`config.mk`:
```
export PLATFORM = sky130hd
export DESIGN_NAME = fabric_interface_bridge
export DESIGN_NICKNAME = d
export VERILOG_FILES = /design/src/logic/fabric_bridge_pkg.sv /design/src/logic/ratio_divider.sv /design/src/logic/outbound_master.sv /design/src/logic/fabric_interface_bridge.sv
export SDC_FILE = /design/constraint.sdc
export NUM_CORES = 1
export LEC_CHECK = 0
export BUFFER_PORTS_ARGS = -buffer_cell sky130_fd_sc_hd__clkbuf_2
export CORE_MARGIN = 2
export CORE_UTILIZATION = 25
export DETAILED_ROUTE_END_ITERATION = 8
export GPL_ROUTABILITY_DRIVEN = 0
export HOLD_SLACK_MARGIN = 0.1
export SETUP_SLACK_MARGIN = 0.02
export SLEW_MARGIN = 20
export SYNTH_ARGS = -nofsm -noshare
export SYNTH_HDL_FRONTEND = slang
export SYNTH_HIERARCHICAL = 1
export SYNTH_SLANG_ARGS = --single-unit
```
`constraint.sdc`:
```
create_clock -name core_clk -period 5.7 [get_ports core_clk]
set_input_delay 0.57 -clock core_clk [delete_from_list [all_inputs] [get_ports core_clk]]
set_output_delay 0.57 -clock core_clk [all_outputs]
set_load 0.01 [all_outputs]
```
`src/logic/fabric_bridge_pkg.sv`:
```
// Shared constants for the fabric interface bridge: map, fields, resets and encodings.
package fabric_bridge_pkg;

	// ==========================================================================
	// Register map of the Wishbone slave (byte addresses, one word each).
	// ==========================================================================
	localparam logic [3:0] CTRL_OFS      = 4'h0;
	localparam logic [3:0] REGION_OFS    = 4'h4;
	localparam logic [3:0] STATUS_OFS    = 4'h8;
	localparam logic [3:0] COUNT_OFS     = 4'hc;

	// ==========================================================================
	// Control register fields and reset value.
	// ==========================================================================
	localparam int CTRL_APB_BIT    = 0;
	localparam int CTRL_MASTER_BIT = 1;
	localparam int CTRL_SLAVE_BIT  = 2;
	localparam int CTRL_BYPASS_BIT = 3;
	localparam int CTRL_IDENT_BIT  = 4;
	localparam int CTRL_RATIO_LSB  = 5;
	localparam int CTRL_WIDTH      = 8;
	localparam logic [7:0] CTRL_RESET = 8'h06;

	// ==========================================================================
	// Fabric regions: six 256 MB windows picked out by the top address nibble.
	// ==========================================================================
	localparam int REGION_COUNT = 6;
	localparam logic [5:0] REGION_RESET = 6'h38;
	localparam logic [REGION_COUNT-1:0][3:0] REGION_NIBBLE = {4'hf, 4'h9, 4'h8, 4'h7, 4'h5, 4'h3};

	// ==========================================================================
	// Clock ratio selection: 0 gives 1:1 up to 5 giving 32:1.
	// ==========================================================================
	localparam logic [2:0] RATIO_MAX_SEL = 3'h5;

	// ==========================================================================
	// Outbound widths and bus encodings.
	// ==========================================================================
	localparam int OUT_ADDR_W = 20;
	localparam logic [1:0] TRANS_IDLE   = 2'h0;
	localparam logic [1:0] TRANS_NONSEQ = 2'h2;

	// Initiator identity codes on the outbound sideband.
	localparam logic [1:0] IDENT_CPU    = 2'h0;
	localparam logic [1:0] IDENT_FABRIC = 2'h1;
	localparam logic [1:0] IDENT_DMA    = 2'h2;
	localparam logic [1:0] IDENT_SYSCTL = 2'h3;

	// Inbound fabric masters that can share the inbound port.
	localparam int IN_MASTERS = 4;

endpackage : fabric_bridge_pkg

```
`src/logic/ratio_divider.sv`:
```
// Clock enable divider that produces the bridge clock tick from the processor clock.
`timescale 1ns/1ps
module ratio_divider
(
	input  wire logic       core_clk,
	input  wire logic       arst_n,
	input  wire logic [2:0] ratioSel,
	output logic            tick
);

	typedef struct packed
	{
		logic [4:0] cnt;
		logic       tick;
	} div_state_t;

	div_state_t st_q;
	div_state_t st_d;
	logic [2:0] sel;
	logic [4:0] limit;

	// ==========================================================================
	// Divider.
	// ==========================================================================
	// Out of range selections clamp to the slowest ratio rather than stopping the bridge.
	always_comb
	begin
		sel   = (ratioSel > fabric_bridge_pkg::RATIO_MAX_SEL) ? fabric_bridge_pkg::RATIO_MAX_SEL
		                                                       : ratioSel;
		limit = 5'((6'h01 << sel) - 6'h01);
		st_d  = st_q;
		if (st_q.cnt >= limit)
		begin
			st_d.cnt  = 5'h00;
			st_d.tick = 1'b1;
		end
		else
		begin
			st_d.cnt  = st_q.cnt + 5'h01;
			st_d.tick = 1'b0;
		end
	end

	always_ff @(posedge core_clk or negedge arst_n)
	begin
		if (!arst_n)
			st_q <= '0;
		else
			st_q <= st_d;
	end

	assign tick = st_q.tick;

	// A 1:1 ratio must tick on every cycle once running.
	property p_ratio_one;
		@(posedge core_clk) disable iff (!arst_n)
		(ratioSel == 3'h0) [*2] |-> tick;
	endproperty
	a_ratio_one: assert property (p_ratio_one) else $error("1:1 ratio missed a tick.");

endmodule : ratio_divider

```
`src/logic/outbound_master.sv`:
```
// Outbound bus master that carries processor requests to a fabric AHB-Lite or APB slave.
`timescale 1ns/1ps
module outbound_master
(
	input  wire logic        core_clk,
	input  wire logic        arst_n,
	input  wire logic        tick,
	input  wire logic        isApb,
	input  wire logic        bypass,
	input  wire logic        identEn,
	input  wire logic        portEn,
	input  wire logic        regionHit,
	input  wire logic        reqValid,
	input  wire logic [31:0] reqAddr,
	input  wire logic        reqWrite,
	input  wire logic [31:0] reqWdata,
	input  wire logic [1:0]  reqSize,
	input  wire logic        reqLock,
	input  wire logic [1:0]  reqInit,
	output logic             rspValid,
	output logic [31:0]      rspRdata,
	output logic             rspErr,
	output logic             busy,
	output logic [19:0]      outAddr,
	output logic [31:0]      outWdata,
	output logic             outWrite,
	output logic [1:0]       outSize,
	output logic [1:0]       outTrans,
	output logic             outLock,
	output logic [1:0]       outIdent,
	output logic             outSel,
	output logic             outEnable,
	input  wire logic [31:0] outRdata,
	input  wire logic        outReady,
	input  wire logic        outErr
);

	typedef enum logic [2:0] {OB_IDLE, OB_ADDR, OB_DATA, OB_SAMPLE, OB_RESP} ob_fsm_t;

	typedef struct packed
	{
		ob_fsm_t     fsm;
		logic        rspValid;
		logic [31:0] rspRdata;
		logic        rspErr;
		logic [19:0] addr;
		logic [31:0] wdata;
		logic        write;
		logic [1:0]  size;
		logic [1:0]  trans;
		logic        lock;
		logic [1:0]  ident;
		logic        sel;
		logic        enable;
	} ob_state_t;

	ob_state_t st_q;
	ob_state_t st_d;

	// ==========================================================================
	// Transfer sequencer.
	// ==========================================================================
	// Pipelined mode parks the slave answer in a flop for one bridge cycle; bypass
	// hands it back at once, which saves that cycle but lengthens the timing path.
	always_comb
	begin
		st_d          = st_q;
		st_d.rspValid = 1'b0;
		case (st_q.fsm)
			OB_IDLE:
			begin
				if (reqValid && (!portEn || !regionHit))
				begin
					st_d.rspErr   = 1'b1;
					st_d.rspRdata = 32'h0000_0000;
					st_d.rspValid = 1'b1;
					st_d.fsm      = OB_RESP;
				end
				else if (reqValid && tick)
				begin
					st_d.addr  = reqAddr[19:0];
					st_d.write = reqWrite;
					st_d.size  = reqSize;
					st_d.lock  = reqLock && !isApb;
					st_d.ident = identEn ? reqInit : fabric_bridge_pkg::IDENT_CPU;
					if (isApb)
					begin
						st_d.sel   = 1'b1;
						st_d.wdata = reqWdata;
					end
					else
						st_d.trans = fabric_bridge_pkg::TRANS_NONSEQ;
					st_d.fsm = OB_ADDR;
				end
			end
			OB_ADDR:
			begin
				if (tick)
				begin
					if (isApb)
						st_d.enable = 1'b1;
					else
					begin
						st_d.trans = fabric_bridge_pkg::TRANS_IDLE;
						st_d.lock  = 1'b0;
						st_d.wdata = reqWdata;
					end
					st_d.fsm = OB_DATA;
				end
			end
			OB_DATA:
			begin
				// The slave stretches the transfer by holding ready low.
				if (tick && outReady)
				begin
					st_d.sel      = 1'b0;
					st_d.enable   = 1'b0;
					st_d.rspRdata = st_q.write ? 32'h0000_0000 : outRdata;
					st_d.rspErr   = outErr;
					if (bypass)
					begin
						st_d.rspValid = 1'b1;
						st_d.fsm      = OB_RESP;
					end
					else
						st_d.fsm = OB_SAMPLE;
				end
			end
			OB_SAMPLE:
			begin
				if (tick)
				begin
					st_d.rspValid = 1'b1;
					st_d.fsm      = OB_RESP;
				end
			end
			// One quiet cycle lets the requester drop its request before the next look.
			OB_RESP:
				st_d.fsm = OB_IDLE;
			default:
				st_d.fsm = OB_IDLE;
		endcase
	end

	always_ff @(posedge core_clk or negedge arst_n)
	begin
		if (!arst_n)
			st_q <= '{fsm: OB_IDLE, default: '0};
		else
			st_q <= st_d;
	end

	assign rspValid  = st_q.rspValid;
	assign rspRdata  = st_q.rspRdata;
	assign rspErr    = st_q.rspErr;
	assign busy      = (st_q.fsm != OB_IDLE);
	assign outAddr   = st_q.addr;
	assign outWdata  = st_q.wdata;
	assign outWrite  = st_q.write;
	assign outSize   = st_q.size;
	assign outTrans  = st_q.trans;
	assign outLock   = st_q.lock;
	assign outIdent  = st_q.ident;
	assign outSel    = st_q.sel;
	assign outEnable = st_q.enable;

	// The sideband stands with the address phase and carries the requester code.
	property p_ident_timing;
		@(posedge core_clk) disable iff (!arst_n)
		$rose(outTrans[1]) |-> (outIdent == (identEn ? $past(reqInit) : 2'h0));
	endproperty
	a_ident_timing: assert property (p_ident_timing) else $error("Identity off address phase.");

	// An APB access phase always follows a setup phase of exactly one bridge cycle.
	property p_apb_setup;
		@(posedge core_clk) disable iff (!arst_n)
		$rose(outEnable) |-> ($past(outSel) && !$past(outEnable) && outSel);
	endproperty
	a_apb_setup: assert property (p_apb_setup) else $error("APB enable without setup.");

	// A refused request is answered with an error on the very next cycle.
	property p_refuse;
		@(posedge core_clk) disable iff (!arst_n)
		(!busy && reqValid && !portEn) |=> (rspValid && rspErr && !outSel && (outTrans == 2'h0));
	endproperty
	a_refuse: assert property (p_refuse) else $error("Absent port did not refuse.");

	// Only address bits 19:0 reach the fabric.
	property p_addr_width;
		@(posedge core_clk) disable iff (!arst_n)
		$rose(outTrans[1]) |-> (outAddr == $past(reqAddr[19:0]));
	endproperty
	a_addr_width: assert property (p_addr_width) else $error("Outbound address mismatch.");

endmodule : outbound_master

```
`src/logic/fabric_interface_bridge.sv`:
```
// Top of one fabric bridge instance: register slave, region decode, clocking, inbound port.
`timescale 1ns/1ps
// Overview of operation
// Software selects AHB-Lite or APB bridging toward the fabric per instance.
// Instance has an outbound master port and an inbound slave port.
// Inbound AHB-Lite port serves up to four fabric masters.
// Each instance steps on its own bridge clock enable, independent of others.
// Pipelined by default; bridge ratio 1, 2, 4, 8, 16 or 32 to one.
// Bypass drops the answer register, saving a bridge cycle per transfer.
// Bypass only takes effect with AHB-Lite, never with APB.
// Software must choose ratio 1:1 whenever it enables bypass.
// Optional two-bit sideband names the internal initiator of outbound transfers.
// Sideband changes with the address phase, like transfer type and lock.
// Codes: 00 processor, 01 fabric bridges, 10 DMA/Ethernet/USB, 11 system controller.
// Outbound and inbound ports each enabled separately; a disabled port stays silent.
// Fabric parties follow AHB-Lite or APB handshakes, stretching with ready.
// Outbound address to fabric slaves is a 20-bit byte address.
// Outbound slave signals error high at the end of a failed transfer.
// Six 256 MB regions, each owned by exactly one bridge instance.
module fabric_interface_bridge
#(
	parameter logic INSTANCE_SEL = 1'b0
)
(
	input  wire logic        core_clk,
	input  wire logic        arst_n,
	input  wire logic        wb_cyc_i,
	input  wire logic        wb_stb_i,
	input  wire logic        wb_we_i,
	input  wire logic [3:0]  wb_adr_i,
	input  wire logic [3:0]  wb_sel_i,
	input  wire logic [31:0] wb_dat_i,
	output logic [31:0]      wb_dat_o,
	output logic             wb_ack_o,
	input  wire logic        reqValid,
	input  wire logic [31:0] reqAddr,
	input  wire logic        reqWrite,
	input  wire logic [31:0] reqWdata,
	input  wire logic [1:0]  reqSize,
	input  wire logic        reqLock,
	input  wire logic [1:0]  reqInit,
	output logic             rspValid,
	output logic [31:0]      rspRdata,
	output logic             rspErr,
	output logic [19:0]      outAddr,
	output logic [31:0]      outWdata,
	output logic             outWrite,
	output logic [1:0]       outSize,
	output logic [1:0]       outTrans,
	output logic             outLock,
	output logic [1:0]       outIdent,
	output logic             outSel,
	output logic             outEnable,
	input  wire logic [31:0] outRdata,
	input  wire logic        outReady,
	input  wire logic        outErr,
	input  wire logic        inSel,
	input  wire logic [1:0]  inTrans,
	input  wire logic [31:0] inAddr,
	input  wire logic        inWrite,
	input  wire logic [1:0]  inSize,
	input  wire logic        inLock,
	input  wire logic [1:0]  inMaster,
	input  wire logic [31:0] inWdata,
	output logic [31:0]      inRdata,
	output logic             inReady,
	output logic             inResp,
	output logic             sysReqValid,
	output logic [31:0]      sysAddr,
	output logic             sysWrite,
	output logic [31:0]      sysWdata,
	output logic [1:0]       sysSize,
	output logic             sysLock,
	output logic [1:0]       sysMaster,
	input  wire logic        sysRspValid,
	input  wire logic [31:0] sysRdata,
	input  wire logic        sysErr
);

	typedef enum logic [2:0] {IB_IDLE, IB_DATA, IB_FWD, IB_HOLD, IB_ERR} ib_fsm_t;

	typedef struct packed
	{
		logic [7:0]                                  ctrl;
		logic [5:0]                                  region;
		logic                                        ack;
		logic [31:0]                                 rdata;
		ib_fsm_t                                     ibFsm;
		logic [31:0]                                 inRdata;
		logic                                        inReady;
		logic                                        inResp;
		logic                                        sysReq;
		logic [31:0]                                 sysAddr;
		logic                                        sysWrite;
		logic [31:0]                                 sysWdata;
		logic [1:0]                                  sysSize;
		logic                                        sysLock;
		logic [1:0]                                  sysMaster;
		logic                                        sysErrHeld;
		logic [fabric_bridge_pkg::IN_MASTERS-1:0][7:0] inCount;
	} top_state_t;

	top_state_t st_q;
	top_state_t st_d;

	logic       isApb;
	logic       bypassEff;
	logic [2:0] ratioEff;
	logic       tick;
	logic       regionHit;
	logic       obBusy;
	logic       wbReq;
	logic [5:0] regionMatch;

	// ==========================================================================
	// Mode decode.
	// ==========================================================================
	// Bypass is honoured only on AHB-Lite at 1:1; any other mix falls back to
	// pipelined operation so a misconfigured ratio cannot break timing.
	assign isApb     = st_q.ctrl[fabric_bridge_pkg::CTRL_APB_BIT];
	assign bypassEff = st_q.ctrl[fabric_bridge_pkg::CTRL_BYPASS_BIT] && !isApb
	                   && (st_q.ctrl[7:5] == 3'h0);
	assign ratioEff  = st_q.ctrl[7:5];

	// ==========================================================================
	// Region decode: a request is ours only if its region belongs to this instance.
	// ==========================================================================
	generate
		for (genvar r = 0; r < fabric_bridge_pkg::REGION_COUNT; r++)
		begin : g_region
			assign regionMatch[r] = (reqAddr[31:28] == fabric_bridge_pkg::REGION_NIBBLE[r])
			                        && (st_q.region[r] == INSTANCE_SEL);
		end
	endgenerate
	assign regionHit = |regionMatch;

	// ==========================================================================
	// Bridge clock enable and outbound master.
	// ==========================================================================
	ratio_divider u_div
	(
		.core_clk (core_clk),
		.arst_n   (arst_n),
		.ratioSel (ratioEff),
		.tick     (tick)
	);

	outbound_master u_out
	(
		.core_clk  (core_clk),
		.arst_n    (arst_n),
		.tick      (tick),
		.isApb     (isApb),
		.bypass    (bypassEff),
		.identEn   (st_q.ctrl[fabric_bridge_pkg::CTRL_IDENT_BIT]),
		.portEn    (st_q.ctrl[fabric_bridge_pkg::CTRL_MASTER_BIT]),
		.regionHit (regionHit),
		.reqValid  (reqValid),
		.reqAddr   (reqAddr),
		.reqWrite  (reqWrite),
		.reqWdata  (reqWdata),
		.reqSize   (reqSize),
		.reqLock   (reqLock),
		.reqInit   (reqInit),
		.rspValid  (rspValid),
		.rspRdata  (rspRdata),
		.rspErr    (rspErr),
		.busy      (obBusy),
		.outAddr   (outAddr),
		.outWdata  (outWdata),
		.outWrite  (outWrite),
		.outSize   (outSize),
		.outTrans  (outTrans),
		.outLock   (outLock),
		.outIdent  (outIdent),
		.outSel    (outSel),
		.outEnable (outEnable),
		.outRdata  (outRdata),
		.outReady  (outReady),
		.outErr    (outErr)
	);

	assign wbReq = wb_cyc_i && wb_stb_i && !st_q.ack;

	// ==========================================================================
	// Register slave and inbound slave port.
	// ==========================================================================
	always_comb
	begin
		st_d     = st_q;
		st_d.ack = wbReq;
		// Writes honour byte enables; unmapped addresses acknowledge and read zero.
		if (wbReq && wb_we_i)
		begin
			if ((wb_adr_i == fabric_bridge_pkg::CTRL_OFS) && wb_sel_i[0])
				st_d.ctrl = wb_dat_i[7:0];
			if ((wb_adr_i == fabric_bridge_pkg::REGION_OFS) && wb_sel_i[0])
				st_d.region = wb_dat_i[5:0];
		end
		if (wbReq && !wb_we_i)
		begin
			case (wb_adr_i)
				fabric_bridge_pkg::CTRL_OFS:   st_d.rdata = {24'h000000, st_q.ctrl};
				fabric_bridge_pkg::REGION_OFS: st_d.rdata = {26'h0, st_q.region};
				fabric_bridge_pkg::STATUS_OFS:
					st_d.rdata = {25'h0, ratioEff, bypassEff,
					              (st_q.ibFsm != IB_IDLE), obBusy, tick};
				fabric_bridge_pkg::COUNT_OFS:  st_d.rdata = st_q.inCount;
				default:                       st_d.rdata = 32'h0000_0000;
			endcase
		end

		// Inbound port: steps only on bridge ticks toward the fabric side.
		case (st_q.ibFsm)
			IB_IDLE:
			begin
				if (tick)
				begin
					st_d.inResp  = 1'b0;
					st_d.inReady = 1'b1;
					if (st_q.ctrl[fabric_bridge_pkg::CTRL_SLAVE_BIT] && !isApb
					    && inSel && inTrans[1] && st_q.inReady)
					begin
						st_d.sysAddr   = inAddr;
						st_d.sysWrite  = inWrite;
						st_d.sysSize   = inSize;
						st_d.sysLock   = inLock;
						st_d.sysMaster = inMaster;
						st_d.inCount[inMaster] = st_q.inCount[inMaster] + 8'h01;
						st_d.inReady   = 1'b0;
						st_d.ibFsm     = IB_DATA;
					end
				end
			end
			IB_DATA:
			begin
				// Write data belongs to the data phase, one bridge cycle after the address.
				if (tick)
				begin
					st_d.sysWdata = inWdata;
					st_d.sysReq   = 1'b1;
					st_d.ibFsm    = IB_FWD;
				end
			end
			IB_FWD:
			begin
				if (sysRspValid)
				begin
					st_d.sysReq     = 1'b0;
					st_d.inRdata    = st_q.sysWrite ? 32'h0000_0000 : sysRdata;
					st_d.sysErrHeld = sysErr;
					st_d.ibFsm      = IB_HOLD;
				end
			end
			IB_HOLD:
			begin
				if (tick)
				begin
					st_d.inResp  = st_q.sysErrHeld;
					st_d.inReady = !st_q.sysErrHeld;
					st_d.ibFsm   = st_q.sysErrHeld ? IB_ERR : IB_IDLE;
				end
			end
			// Second cycle of the two-cycle AHB-Lite error answer.
			IB_ERR:
			begin
				if (tick)
				begin
					st_d.inReady = 1'b1;
					st_d.ibFsm   = IB_IDLE;
				end
			end
			default:
				st_d.ibFsm = IB_IDLE;
		endcase
	end

	always_ff @(posedge core_clk or negedge arst_n)
	begin
		if (!arst_n)
		begin
			st_q         <= '{ibFsm: IB_IDLE, default: '0};
			st_q.ctrl    <= fabric_bridge_pkg::CTRL_RESET;
			st_q.region  <= fabric_bridge_pkg::REGION_RESET;
			st_q.inReady <= 1'b1;
		end
		else
			st_q <= st_d;
	end

	assign wb_ack_o    = st_q.ack;
	assign wb_dat_o    = st_q.rdata;
	assign inRdata     = st_q.inRdata;
	assign inReady     = st_q.inReady;
	assign inResp      = st_q.inResp;
	assign sysReqValid = st_q.sysReq;
	assign sysAddr     = st_q.sysAddr;
	assign sysWrite    = st_q.sysWrite;
	assign sysWdata    = st_q.sysWdata;
	assign sysSize     = st_q.sysSize;
	assign sysLock     = st_q.sysLock;
	assign sysMaster   = st_q.sysMaster;

	// ==========================================================================
	// Checks.
	// ==========================================================================
	// Each accepted request gets one ack cycle.
	property p_wb_ack;
		@(posedge core_clk) disable iff (!arst_n)
		(wb_cyc_i && wb_stb_i && !wb_ack_o) |=> wb_ack_o ##1 !wb_ack_o;
	endproperty
	a_wb_ack: assert property (p_wb_ack) else $error("Wishbone ack not a single cycle.");

	// APB never runs with bypass in effect.
	property p_bypass_apb;
		@(posedge core_clk) disable iff (!arst_n)
		isApb |-> !bypassEff;
	endproperty
	a_bypass_apb: assert property (p_bypass_apb) else $error("Bypass active on APB.");

	// A disabled inbound port forwards nothing.
	property p_inbound_off;
		@(posedge core_clk) disable iff (!arst_n)
		(!st_q.ctrl[2] && st_q.ibFsm == IB_IDLE) |=> !sysReqValid;
	endproperty
	a_inbound_off: assert property (p_inbound_off) else $error("Disabled inbound forwarded.");

	// The error answer runs two phases in order.
	property p_in_err;
		@(posedge core_clk) disable iff (!arst_n)
		$rose(inResp) |-> !inReady ##[1:32] (inResp && inReady);
	endproperty
	a_in_err: assert property (p_in_err) else $error("Inbound error answer malformed.");

	// Foreign regions never start a transfer.
	property p_region_excl;
		@(posedge core_clk) disable iff (!arst_n)
		(reqValid && !obBusy && !regionHit) |=> (!outSel
		 && !outTrans[1]);
	endproperty
	a_region_excl: assert property (p_region_excl) else $error("Foreign region accepted.");

endmodule : fabric_interface_bridge

```
# Yosys cells after proc, flatten, opt, wreduce, memory -nomap -nowiden
# Cells that the tools add are included.
[op_classes]
addsub = 3
n_mul = 0
n_div = 0
magnitude_cmp = 4
n_eq_ne = 33
shifts = 1
n_mux = 52
n_bitwise = 7
reduce_logical = 60
[op_table]
columns = ["cell", "n"]
rows = [
  ["32-bit two-way mux", 5],
  ["32-bit one-hot mux with 4 select lines", 1],
  ["41-bit two-way mux", 2],
  ["33-bit one-hot mux with 2 select lines", 1],
  ["32-bit one-hot mux with 2 select lines", 1],
  ["37-bit two-way mux", 1],
  ["3-bit two-way mux", 12],
  ["35-bit two-way mux", 1],
  ["34-bit two-way mux", 1],
  ["32-bit bitwise mux", 1],
  ["1-bit logical AND", 23],
  ["4-bit equality test (second input constant)", 5],
  ["2-bit inequality test (second input constant)", 9],
  ["6-bit AND reduction", 3],
  ["8-bit binary-select mux with 2-bit select", 1],
  ["8-bit demux with 2-bit select", 1],
  ["8-bit two-way mux", 2],
  ["3-bit one-hot mux with 5 select lines", 1],
  ["3-bit AND reduction", 5],
  ["2-bit by 1-bit inequality test with 1-bit output (second input constant)", 7],
  ["3-bit by 2-bit equality test with 1-bit output (second input constant)", 4],
  ["4-bit by 3-bit equality test with 1-bit output (second input constant)", 3],
  ["3-bit one-hot mux with 4 select lines", 1],
  ["4-bit AND reduction", 3],
  ["other kinds (29)", 66],
]
[word_totals]
ff_bits = 293
latchBits = 0
ramBits = 0
romBits = 0
inputBits = 257
out_inout_bits = 234
word_cells = 195
mem_count = 0

# Logic depth before layout (Yosys ltp)
# Gate-level depths: netlist (run 1).
[depth]
word_depth = 8
mapped_depth = 9
mapped_depth_nobuf = 8

# Cells and area by module
# Netlist (run 1), hierarchy kept.
[by_module_without_submodules]
columns = ["module", "n_inst", "cells_each", "area_per_inst_um2", "seq_area_each_um2"]
rows = [
  ["fabric_interface_bridge", 1, 731, 8769.7, 4712.0],
  ["outbound_master", 1, 489, 5061.1, 2452.4],
  ["ratio_divider", 1, 39, 404.1, 150.1],
]

# Worst setup path before layout (run 1)
# Ideal clock, no wire load.
[synth_timing]
kind = "input -> register"
startpoint = "input reqAddr[29]"
endpoint = "register u_out.st_q (netlist bit u_out/outAddr[10])"
setup_time_ns = 0.128
t_arrival_ns = 2.294
required_time_ns = 5.572
slack_ns = 3.278
path_stages = 8
path_buffers = 1
cell_sequence = "or3_1 > o21ai_0 > a21oi_1 > mux2i_1 > nand4_1 > nor2_2 > buf_2 > mux2_1"
[synth_via]
elab_chain_cells = 8
elab_cells_between_ends = 18
cone_classes = "eq/ne: 6; bitwise: 1; reduce/logical: 11"
[synth_lines]
columns = ["item", "line_no", "source"]
rows = [
  ["start, declared", "fabric_interface_bridge.sv:36", "input wire logic [31:0] reqAddr,"],
  ["4-bit by 2-bit equality test with 1-bit output (tied with other cells)", "fabric_interface_bridge.sv:131", "assign regionMatch[r] = (reqAddr[31:28] == fabric_bridge_pkg::REGION_NIBBLE[r])"],
  ["1-bit logical AND", "fabric_interface_bridge.sv:132", "&& (st_q.region[r] == INSTANCE_SEL);"],
  ["6-bit OR reduction *", "fabric_interface_bridge.sv:135", "assign regionHit = |regionMatch;"],
  ["via regionHit", "fabric_interface_bridge.sv:110", "logic regionHit;"],
  ["1-bit zero test *", "outbound_master.sv:72", "if (reqValid && (!portEn || !regionHit))"],
  ["1-bit logical OR *", "outbound_master.sv:72", ""],
  ["1-bit logical AND *", "outbound_master.sv:72", ""],
  ["1-bit inverter (no line) *", "--", ""],
  ["3-bit AND reduction (no line) *", "--", ""],
  ["end signal, assigned", "outbound_master.sv:150", "st_q <= st_d;"],
  ["end, declared", "outbound_master.sv:57", "ob_state_t st_q;"],
]
# The timed path passes the listed nets; every way through them passes the cells marked *.
# A chain may end at the register's enable or synchronous reset.

# Final worst setup path (run 1)
[layout_timing]
startpoint = "register st_q[139] (netlist name)"
endpoint = "register st_q (netlist bit sysSize[1])"
[layout_via]
elab_chain_cells = 2
[layout_lines]
columns = ["item", "line_no", "source"]
rows = [
  ["start, declared", "fabric_interface_bridge.sv:103", "top_state_t st_q;"],
  ["start signal, assigned", "fabric_interface_bridge.sv:288", "st_q <= st_d;"],
  ["3-bit zero test", "fabric_interface_bridge.sv:214", "case (st_q.ibFsm)"],
  ["3-bit AND reduction (no line)", "--", ""],
]
# Every way passes these cells.

==> flow_summary.yaml, run 1 <==
clock_tree:
  htreeDepth: 2
  clk_latency_ns: 0.56
  clk_pin_slew_ns: 0.06
  root_buffer: "clkbuf_16"
  tritoncts: "built"
  cts_buffers: 37
  cts_sinks: 292
  clk_path_buf_depth: 3
  cts_setup_buffers: 0
placed_design:
  placed_cells: 2187
  dp_hpwl_um: 28980
  port_buffers: 453
yosys:
  syn-cell-area_sq_mm: 0.01423
  syn-num-nets: 1524
  yosysMostFrequentCell: "dfrtp_1"
  synth-main-ff-cell: "dfrtp_1"
  synth_top_area_cell: "dfrtp_1"
  synth_common_cells: "286 x dfrtp_1, 223 x buf_4, 99 x nand2_1"
  synth_top_area_share_pct: 50.28
  async_flop_share_pct: 100.0
  syn_area_per_cell_sq_um: 11.31
  synthCells: 1259
  yosys_warnings: 6
  ys_types: 69
  ys_seq_elements: 292
  synth-edff-count: 0
  synthTopCellsByArea: "dfrtp_1 50%, buf_4 12%, mux2_2 4.6%"
  ys_seq_area_share_pct: 51.38
cells_and_area:
  final_nets: 1736
  fill_cells: 5845
  syn2layout_area_growth_pct: 18.21
  instances_no_fill: 2248
  antennaDiodeCount: 0
  layout-drive-gt1-share_pct: 40.82
grt:
  grt_max_degree: 128
  first_global_vias: 10140
  gr-usage-all-layers_pct: 12.97
  grt_first_pass_wirelength_um: 59690
  grt-ovfl-total: 0
  antenna_found_initial: 7
worst_setup_path:
  start_kind: "register"
  r2r_setup_slack_ns: 2.70
  critical_path.top_delay_family: "simple AND/OR/NAND/NOR gates"
  worst_ep_arrival_time_ns: 3.42
  timing.rr.start: "st_q[139]"
  rr_endpoint: "sysSize[1]"
  critical_path_class: "register to register"
  ff2ff_path_depth: 5
  worst-path-max-fanout: 20
  end_kind: "register"
  cp_num_buf_inv: 1
  cp.depth: 5
  critical_path.cell_chain: "nand4bb_1 > nor2_1 > and3_2 > buf_4 > mux2_2"
  required_ns: 6.11
  crit_path_top_delay_cell: "and3_2"
  slowest_delay_ns: 0.69
timing:
  slew_headroom_pct: 26.45
  tns_ns: 0
  setup_viol: 0
  slew_violations: 0
  final.period_utilization_pct: 52.70
  fmaxAchievable_ghz: 0.3329
  min_period_ns: 3.004
  hold_violations: 0
  grt_setup_unrepaired: "false"
  hold_ws_ns: 0.2290
  tightest_slew_ns: 1.103
  skew_ns: 0.02698
pwr:
  irDropWorstVdd_v: 0.0002246
  p_seq_share_pct: 40.4
  p_leak_nw: 8.594
  combPwrFrac_pct: 27.5
  intPower_mw: 5.063
  clkPwrFrac_pct: 32.1
  power_density_mw_per_mm2: 449.3
  p_sw_mw: 2.497
  swShare_pct: 33.03
min_path:
  hold_start: "inWdata[21]"
  whs_endpoint: "sysWdata[21]"
  hp-class: "primary input to register"
  holdPathStages: 2
detailed_routing:
  wl_per_cell_um: 17.21
  vias_per_cell: 4.323
  postRouteAntennaNets: 0
  drtIter0Drc: 355
  num_vias: 9718
  wl_um: 38690
  first_pass_iters: 5
  drc_errors: 0
floorplan:
  rows: 87
  die_area_sq_mm: 0.05886
  initial_core_util_pct: 25.25
  die_y_um: 242.6
  die_w_um: 242.6
  num_io_pins: 491
  core-area_sq_mm: 0.05639
outcome:
  status: "complete, no violations"
run:
  drv_cap: 0
==> how the worst max path moves through the flow <==
| stage | startpoint | end | slack [ns] |
|---|---|---|---|
| after global placement | reqAddr[29] | u_out/outAddr[11] | 2.38 |
| after detailed placement | reqAddr[29] | u_out/outWdata[30] | 2.53 |
| final | st_q[139] | sysSize[1] | 2.70 |
| after floorplan | reqAddr[29] | u_out/outAddr[10] | 3.28 |
| after global routing | st_q[139] | sysSize[0] | 2.40 |
| after CTS | st_q[139] | sysSize[1] | 2.61 |
==> stage by stage <==
step | utilization [%] | area, sq um | power, mW | setup slack (ns)
2_1_floorplan | - | 14230 | 4.905 | 3.278
4_1_cts | 29.83 | 16820 | 7.720 | 2.613
6_report | 29.84 | 16830 | 7.560 | 2.696
3_3_place_gp | 27.59 | 15560 | 5.123 | 2.380
3_5_place_dp | 27.60 | 15560 | 5.201 | 2.533
5_1_grt | 29.84 | 16830 | 8.056 | 2.404
==> power groups by stage <==
stage          clock network (mW)  registers [mW]  logic (mW)
2_1_floorplan                   0            2.91        1.99
3_3_place_gp                    0            3.05        2.07
5_1_grt                      2.61            3.14        2.30
6_report                     2.43            3.05        2.08
3_5_place_dp                    0            3.08        2.12
4_1_cts                      2.54            3.06        2.12
==> layer usage <==
layer | share of wire [%] | GRT usage, %
met1 | 42 | 15.75
met2 | 47 | 21.46
met3 | 8.2 | 4.356
met4 | 3.1 | 4.565
met5 | 0.21 | 0
==> sequential cells by signal (all words and copies together), names as in the netlist, 2 cells and up <==
name            flops
inRdata            32
ratioEff            3
st_q               46
sysAddr            32
sysMaster           2
sysSize             2
sysWdata           32
u_div/st_q          5
u_out/outAddr      20
u_out/outIdent      2
u_out/outSize       2
u_out/outWdata     32
u_out/rspRdata     32
u_out/st_q          3
wb_dat_o           32
==> cell type report <==
cell class	count	area, sq um	area share, %
Tap cell	756	945.9	5.621
Inverter	74	277.8	1.651
Sequential cell	292	7316	43.48
Clock inverter	13	220.2	1.309
Timing Repair Buffer	463	2367	14.07
Multi-Input combinational cell	603	4676	27.79
Clock buffer	47	1025	6.090
==> layout by cell type (no fill, tap or decap), drive strengths merged, types with 4 or more instances in the layout <==
master,count
or2,4
nor3,6
mux2i,36
bufinv,5
clkbuf,499
nand2,99
nor4,43
a311oi,5
inv,76
nor2b,5
ha,8
xor2,20
xnor2,10
dfstp,6
or4,5
or3,6
a31o,33
mux4,10
dfrtp,286
clkinv,6
nand3,12
mux2,108
buf,10
nand2b,33
nor2,22
a21oi,9
nand3b,4
o21ai,55
a22o,32
==> worst reg2reg max path, cell delays in order, from the launching register on <==
cell and delay [ns]:
dfrtp_1 0.56, nand4bb_1 0.56, nor2_1 0.25, and3_2 0.69, buf_4 0.42, mux2_2 0.38
==> kinds of logic after synthesis <==
group / share of synthesized area [%]
flip-flops: 51.38
multiplexers: 12.68
AO/OA/AOI/OAI: 7.761
AND/OR/NAND/NOR: 9.555
adder cells (fa/ha/maj): 0.7032
XOR/XNOR: 1.846
other: 0.02634
buffers and inverters: 16.04
==> what timing repair did <==
action,in CTS,in global routing
hold buffers,1,0
endpoints found under the hold margin,64,0
gates resized for setup,0,0
Note: power is estimated with default switching activity, not from simulation.
==> inputs of run 2 (changes only) <==
clock period = 2.9 ns   (was 5.7 ns; I/O delays follow)
==> run 2 against run 1 <==
Net effect:
- total power increased by 100%
- final area increased by 12%
- routed wire length increased by 8.6%
- setup slack got worse by 2.3 ns
- first-iteration DRC count increased by 19%
- combinational power increased by 110%
- final cell count increased by 9.4%
- critical endpoint is now u_out/outAddr[14]
- largest power group unchanged
==> flow_summary.yaml, run 2 (synthesis results as in run 1) <==
grt:
  gr-usage-all-layers_pct: 14.02
  first_global_vias: 11380
  grt_max_degree: 90
  antenna_found_initial: 3
  grt_first_pass_wirelength_um: 65160
  grt-ovfl-total: 0
timing:
  fmaxAchievable_ghz: 0.4064
  setup_viol: 0
  grt_setup_unrepaired: "false"
  worst_slack_ns: 0.4395
  tns_ns: 0
  min_period_ns: 2.460
  hold_violations: 0
  skew_ns: 0.02977
  final.period_utilization_pct: 84.84
  hold_ws_ns: 0.1315
  slew_headroom_pct: 47.07
  tightest_slew_ns: 0.7867
  slew_violations: 0
placed_design:
  place_ws_ns: 0.4083
  dp_hpwl_um: 29330
  placed_cells: 2204
  placed_cell_area_sq_mm: 0.01571
  port_buffers: 453
cells_and_area:
  syn2layout_area_growth_pct: 32.44
  mostFrequentLayoutCell: "clkbuf_2"
  multi_input_area_sq_mm: 0.004657
  antennaDiodeCount: 0
  largest_reg_flops: 46
  register_area_sq_mm: 0.007316
  instances_no_fill: 2459
  layout-drive-gt1-share_pct: 36.93
  fin_area_sq_mm: 0.01885
  largest-register: "st_q"
  fill_cells: 5627
  layout_common_cells: "452 x clkbuf_2, 285 x dfrtp_1, 192 x dlygate4sd3_1"
  post-route-util_pct: 33.44
  final_nets: 1943
detailed_routing:
  postRouteAntennaNets: 0
  vias_per_cell: 4.311
  wl_per_cell_um: 17.08
  wl_um: 42010
  num_vias: 10600
  drtIter0Drc: 424
  first_pass_iters: 5
  drc_errors: 0
pwr:
  irDropWorstVdd_v: 0.0004517
  p_leak_nw: 9.451
  finalPower_mw: 15.09
  power_density_mw_per_mm2: 800.3
floorplan:
  core-area_sq_mm: 0.05639
  rows: 87
  initial_core_util_pct: 25.25
  die_w_um: 242.6
  die_y_um: 242.6
  die_area_sq_mm: 0.05886
  num_io_pins: 491
outcome:
  status: "complete, no violations"
worst_setup_path:
  critical_path_class: "register to register"
  timing.rr.start: "st_q[178]"
  startpoint: "st_q[178]"
  required_ns: 3.33
  end_kind: "register"
  start_kind: "register"
  worst_ep_arrival_time_ns: 2.89
  worst-path-max-fanout: 14
clock_tree:
  root_buffer: "clkbuf_16"
  htreeDepth: 2
  cts_sinks: 292
  cts_buffers: 36
  tritoncts: "built"
  clk_latency_ns: 0.57
  clk_pin_slew_ns: 0.06
  clk_path_buf_depth: 3
run:
  drv_cap: 0
min_path:
  hp-class: "primary input to register"
  hold_start: "outRdata[5]"
-- run 2: power by group --
group | internal (mW) | switching, mW
Clock | 2.79 | 1.86
Combinational | 2.04 | 2.43
Sequential | 5.19 | 0.786
-- run 2: critical path, cell delays in order, from the launching register on --
cell and delay, ns:
dfstp_2 0.38, or3_1 0.35, o21ai_0 0.09, a21oi_1 0.09, mux2i_1 0.33, nand4_1 0.31, nor2_2 0.18, buf_4 0.25
mux2_1 0.35
-- run 2: path summary, 6_finish.rpt --
path / slack (ns) / end / cells after the start
hold / removal: 0.13 / u_out/rspRdata[5] / 4
setup / recovery: 0.44 / u_out/outAddr[14] / 8
min in group asynchronous: 0.28 / sysAddr[15] / 2
hold reg to reg: 0.47 / st_q[7] / 1
max in group asynchronous: 1.65 / u_out/outWrite / 3
setup reg to reg: 0.44 / u_out/outAddr[14] / 8
-- run 2: routing by layer --
metal  global-route usage (%)  wire (um)
met5                        0         43
met4                    5.377       1479
met3                    4.688       3296
met2                    24.03      20450
met1                    16.17      16740
-- run 2: what timing repair did --
action,in CTS,in global routing
hold buffers,192,0
gates resized for setup,0,0
setup buffers,0,0
endpoints found under the hold margin,258,0
-- run 2: final cells by class --
| class | instances | share of cell area, % |
|---|---|---|
| Clock buffer | 48 | 5.449 |
| Clock inverter | 15 | 1.049 |
| Sequential cell | 292 | 38.80 |
| Multi-Input combinational cell | 603 | 24.70 |
| Inverter | 74 | 1.473 |
| Tap cell | 756 | 5.017 |
| Timing Repair Buffer | 671 | 23.51 |
==> inputs of run 3 (changes only) <==
clock period = 2.2 ns   (was 2.9 ns; I/O delays follow)
==> run 3 against run 2 <==
Net effect:
- the flow now finishes with violations (negative setup slack)
- non-clock buffer count grew 54
- total power grew 34%
- setup slack worse by 0.46 ns
- clock power increased by 28%
- largest cell class unchanged
- largest power group unchanged
==> flow_summary.yaml, run 3 (synthesis results as in run 1) <==
detailed_routing:
  drtIter0Drc: 442
  wl_um: 42180
  wl_per_cell_um: 16.75
  postRouteAntennaNets: 0
  vias_per_cell: 4.315
  drc_errors: 0
  num_vias: 10870
  first_pass_iters: 5
pwr:
  swShare_pct: 33.38
  intPower_mw: 13.45
  power_density_mw_per_mm2: 1027
  irDropWorstVdd_v: 0.0006718
  p_seq_share_pct: 38.6
  p_leak_nw: 9.784
  p_sw_mw: 6.742
  combPwrFrac_pct: 32.0
  clkPwrFrac_pct: 29.4
  finalPower_mw: 20.20
timing:
  worst_slack_ns: -0.01564
  skew_ns: 0.02921
  grt_setup_unrepaired: "true"
  final.period_utilization_pct: 100.7
  tightest_slew_ns: 0.7834
  hold_violations: 0
  slew_violations: 0
  slew_headroom_pct: 47.77
  setup_viol: 20
  min_period_ns: 2.216
  fmaxAchievable_ghz: 0.4513
clock_tree:
  tritoncts: "built"
  cts_sinks: 292
  clk_pin_slew_ns: 0.06
  root_buffer: "clkbuf_16"
  htreeDepth: 2
  clk_latency_ns: 0.54
  cts_buffers: 35
  clk_path_buf_depth: 3
grt:
  grt_max_degree: 66
  antenna_found_initial: 4
  grt_first_pass_wirelength_um: 65090
  gr-usage-all-layers_pct: 13.94
  grt-ovfl-total: 0
  first_global_vias: 11490
placed_design:
  place_ws_ns: -0.1043
  dp_hpwl_um: 28240
  port_buffers: 453
worst_setup_path:
  end_kind: "register"
  worst-path-max-fanout: 8
  critical_path.cell_chain: "or3_1 > o21ai_1 > a21oi_1 > mux2i_1 > buf_4 > and4b_1 > a22o_4 > clkbuf_16 > mux2i_1"
  slowest_delay_ns: 0.37
  required_ns: 2.66
  start_kind: "register"
  critical_path_class: "register to register"
  cpMostUsedCell: "mux2i_1"
  crit_path_top_delay_cell: "dfstp_2"
  worst_ep_arrival_time_ns: 2.67
floorplan:
  die_area_sq_mm: 0.05886
  initial_core_util_pct: 25.25
  num_io_pins: 491
  core-area_sq_mm: 0.05639
  die_w_um: 242.6
  rows: 87
  die_y_um: 242.6
cells_and_area:
  largest_reg_flops: 46
  largest-register: "st_q"
  fill_cells: 5539
  register_area_sq_mm: 0.007317
  multi_input_area_sq_mm: 0.004876
  final_nets: 2001
  layout_common_cells: "452 x clkbuf_2, 284 x dfrtp_1, 206 x dlygate4sd3_1"
  post-route-util_pct: 34.89
  syn2layout_area_growth_pct: 38.19
  layout-drive-gt1-share_pct: 40.17
  mostFrequentLayoutCell: "clkbuf_2"
outcome:
  status: "finished with violations"
  violations: "negative setup slack"
min_path:
  hp-class: "primary input to register"
run:
  drv_cap: 0
[run 3: critical path: cells and delay by family, from the launching register on]
| family | cells | cell delay (ns) |
|---|---|---|
| buffers and inverters | 2 | 0.37 |
| AND/OR/NAND/NOR | 2 | 0.58 |
| AO/OA/AOI/OAI | 3 | 0.42 |
| flip-flops | 1 | 0.37 |
| multiplexers | 2 | 0.38 |
[run 3: routing by layer]
layer	vias up	track usage (%)	wire length [um]
met5	-	0	13
li1	5052	-	-
met3	72	3.737	2799
met1	5338	16.41	17430
met4	2	5.106	1275
met2	402	24.30	20660
[run 3: cell type report]
class	count	area share [%]
clock inverters	18	1.107
clock buffers	43	4.866
multi-input cells	608	24.79
inverters	74	1.412
flip-flops and latches	292	37.20
repair buffers	725	25.80
diodes	2	0.02544
well taps	756	4.809
[run 3: final timing paths]
kind | startpoint | end | slack (ns) | depth (start not counted)
worst min register to register | st_q[15] | st_q[15] | 0.47 | 1
max in group asynchronous | arst_n | sysWdata[15] | 1.17 | 3
worst max-delay path | st_q[178] | u_out/outWdata[17] | -0.02 | 9
worst min-delay path | outRdata[25] | u_out/rspRdata[25] | 0.15 | 4
min in group asynchronous | arst_n | u_out/outAddr[19] | 0.23 | 2
worst max register to register | st_q[178] | u_out/outWdata[17] | -0.02 | 9
[run 3: power groups by stage]
stage / Clock [mW] / Combinational, mW / Sequential (mW)
final: 5.94 / 6.46 / 7.79
after global placement: 0 / 5.66 / 7.79
after detailed placement: 0 / 5.80 / 7.84
after floorplan: 0 / 5.17 / 7.54
after global routing: 6.36 / 7.04 / 7.98
after CTS: 6.17 / 6.34 / 7.79
[run 3: repair_timing]
item | CTS | global route
cloned | 8 | 1
resized for setup | 37 | 19
setup buffers | 2 | 1
endpoints found under the setup margin | 89 | 105
endpoints found under the hold margin | 386 | 0
pin swaps | 32 | 20
hold buffers | 206 | 0
[run 3: stage by stage]
stage               hold WS (ns)  cells  TNS [ns]  instance area [sq um]
detailed placement        0.2152   2237    -4.838                  16070
CTS                       0.1004   2514   -0.1547                  19560
global placement          0.2165   2237    -5.669                  16070
global route              0.1217   2517    -5.244                  19670
floorplan               -0.07559   1259   -0.2632                  14230
finish                    0.1523   2518   -0.1294                  19670
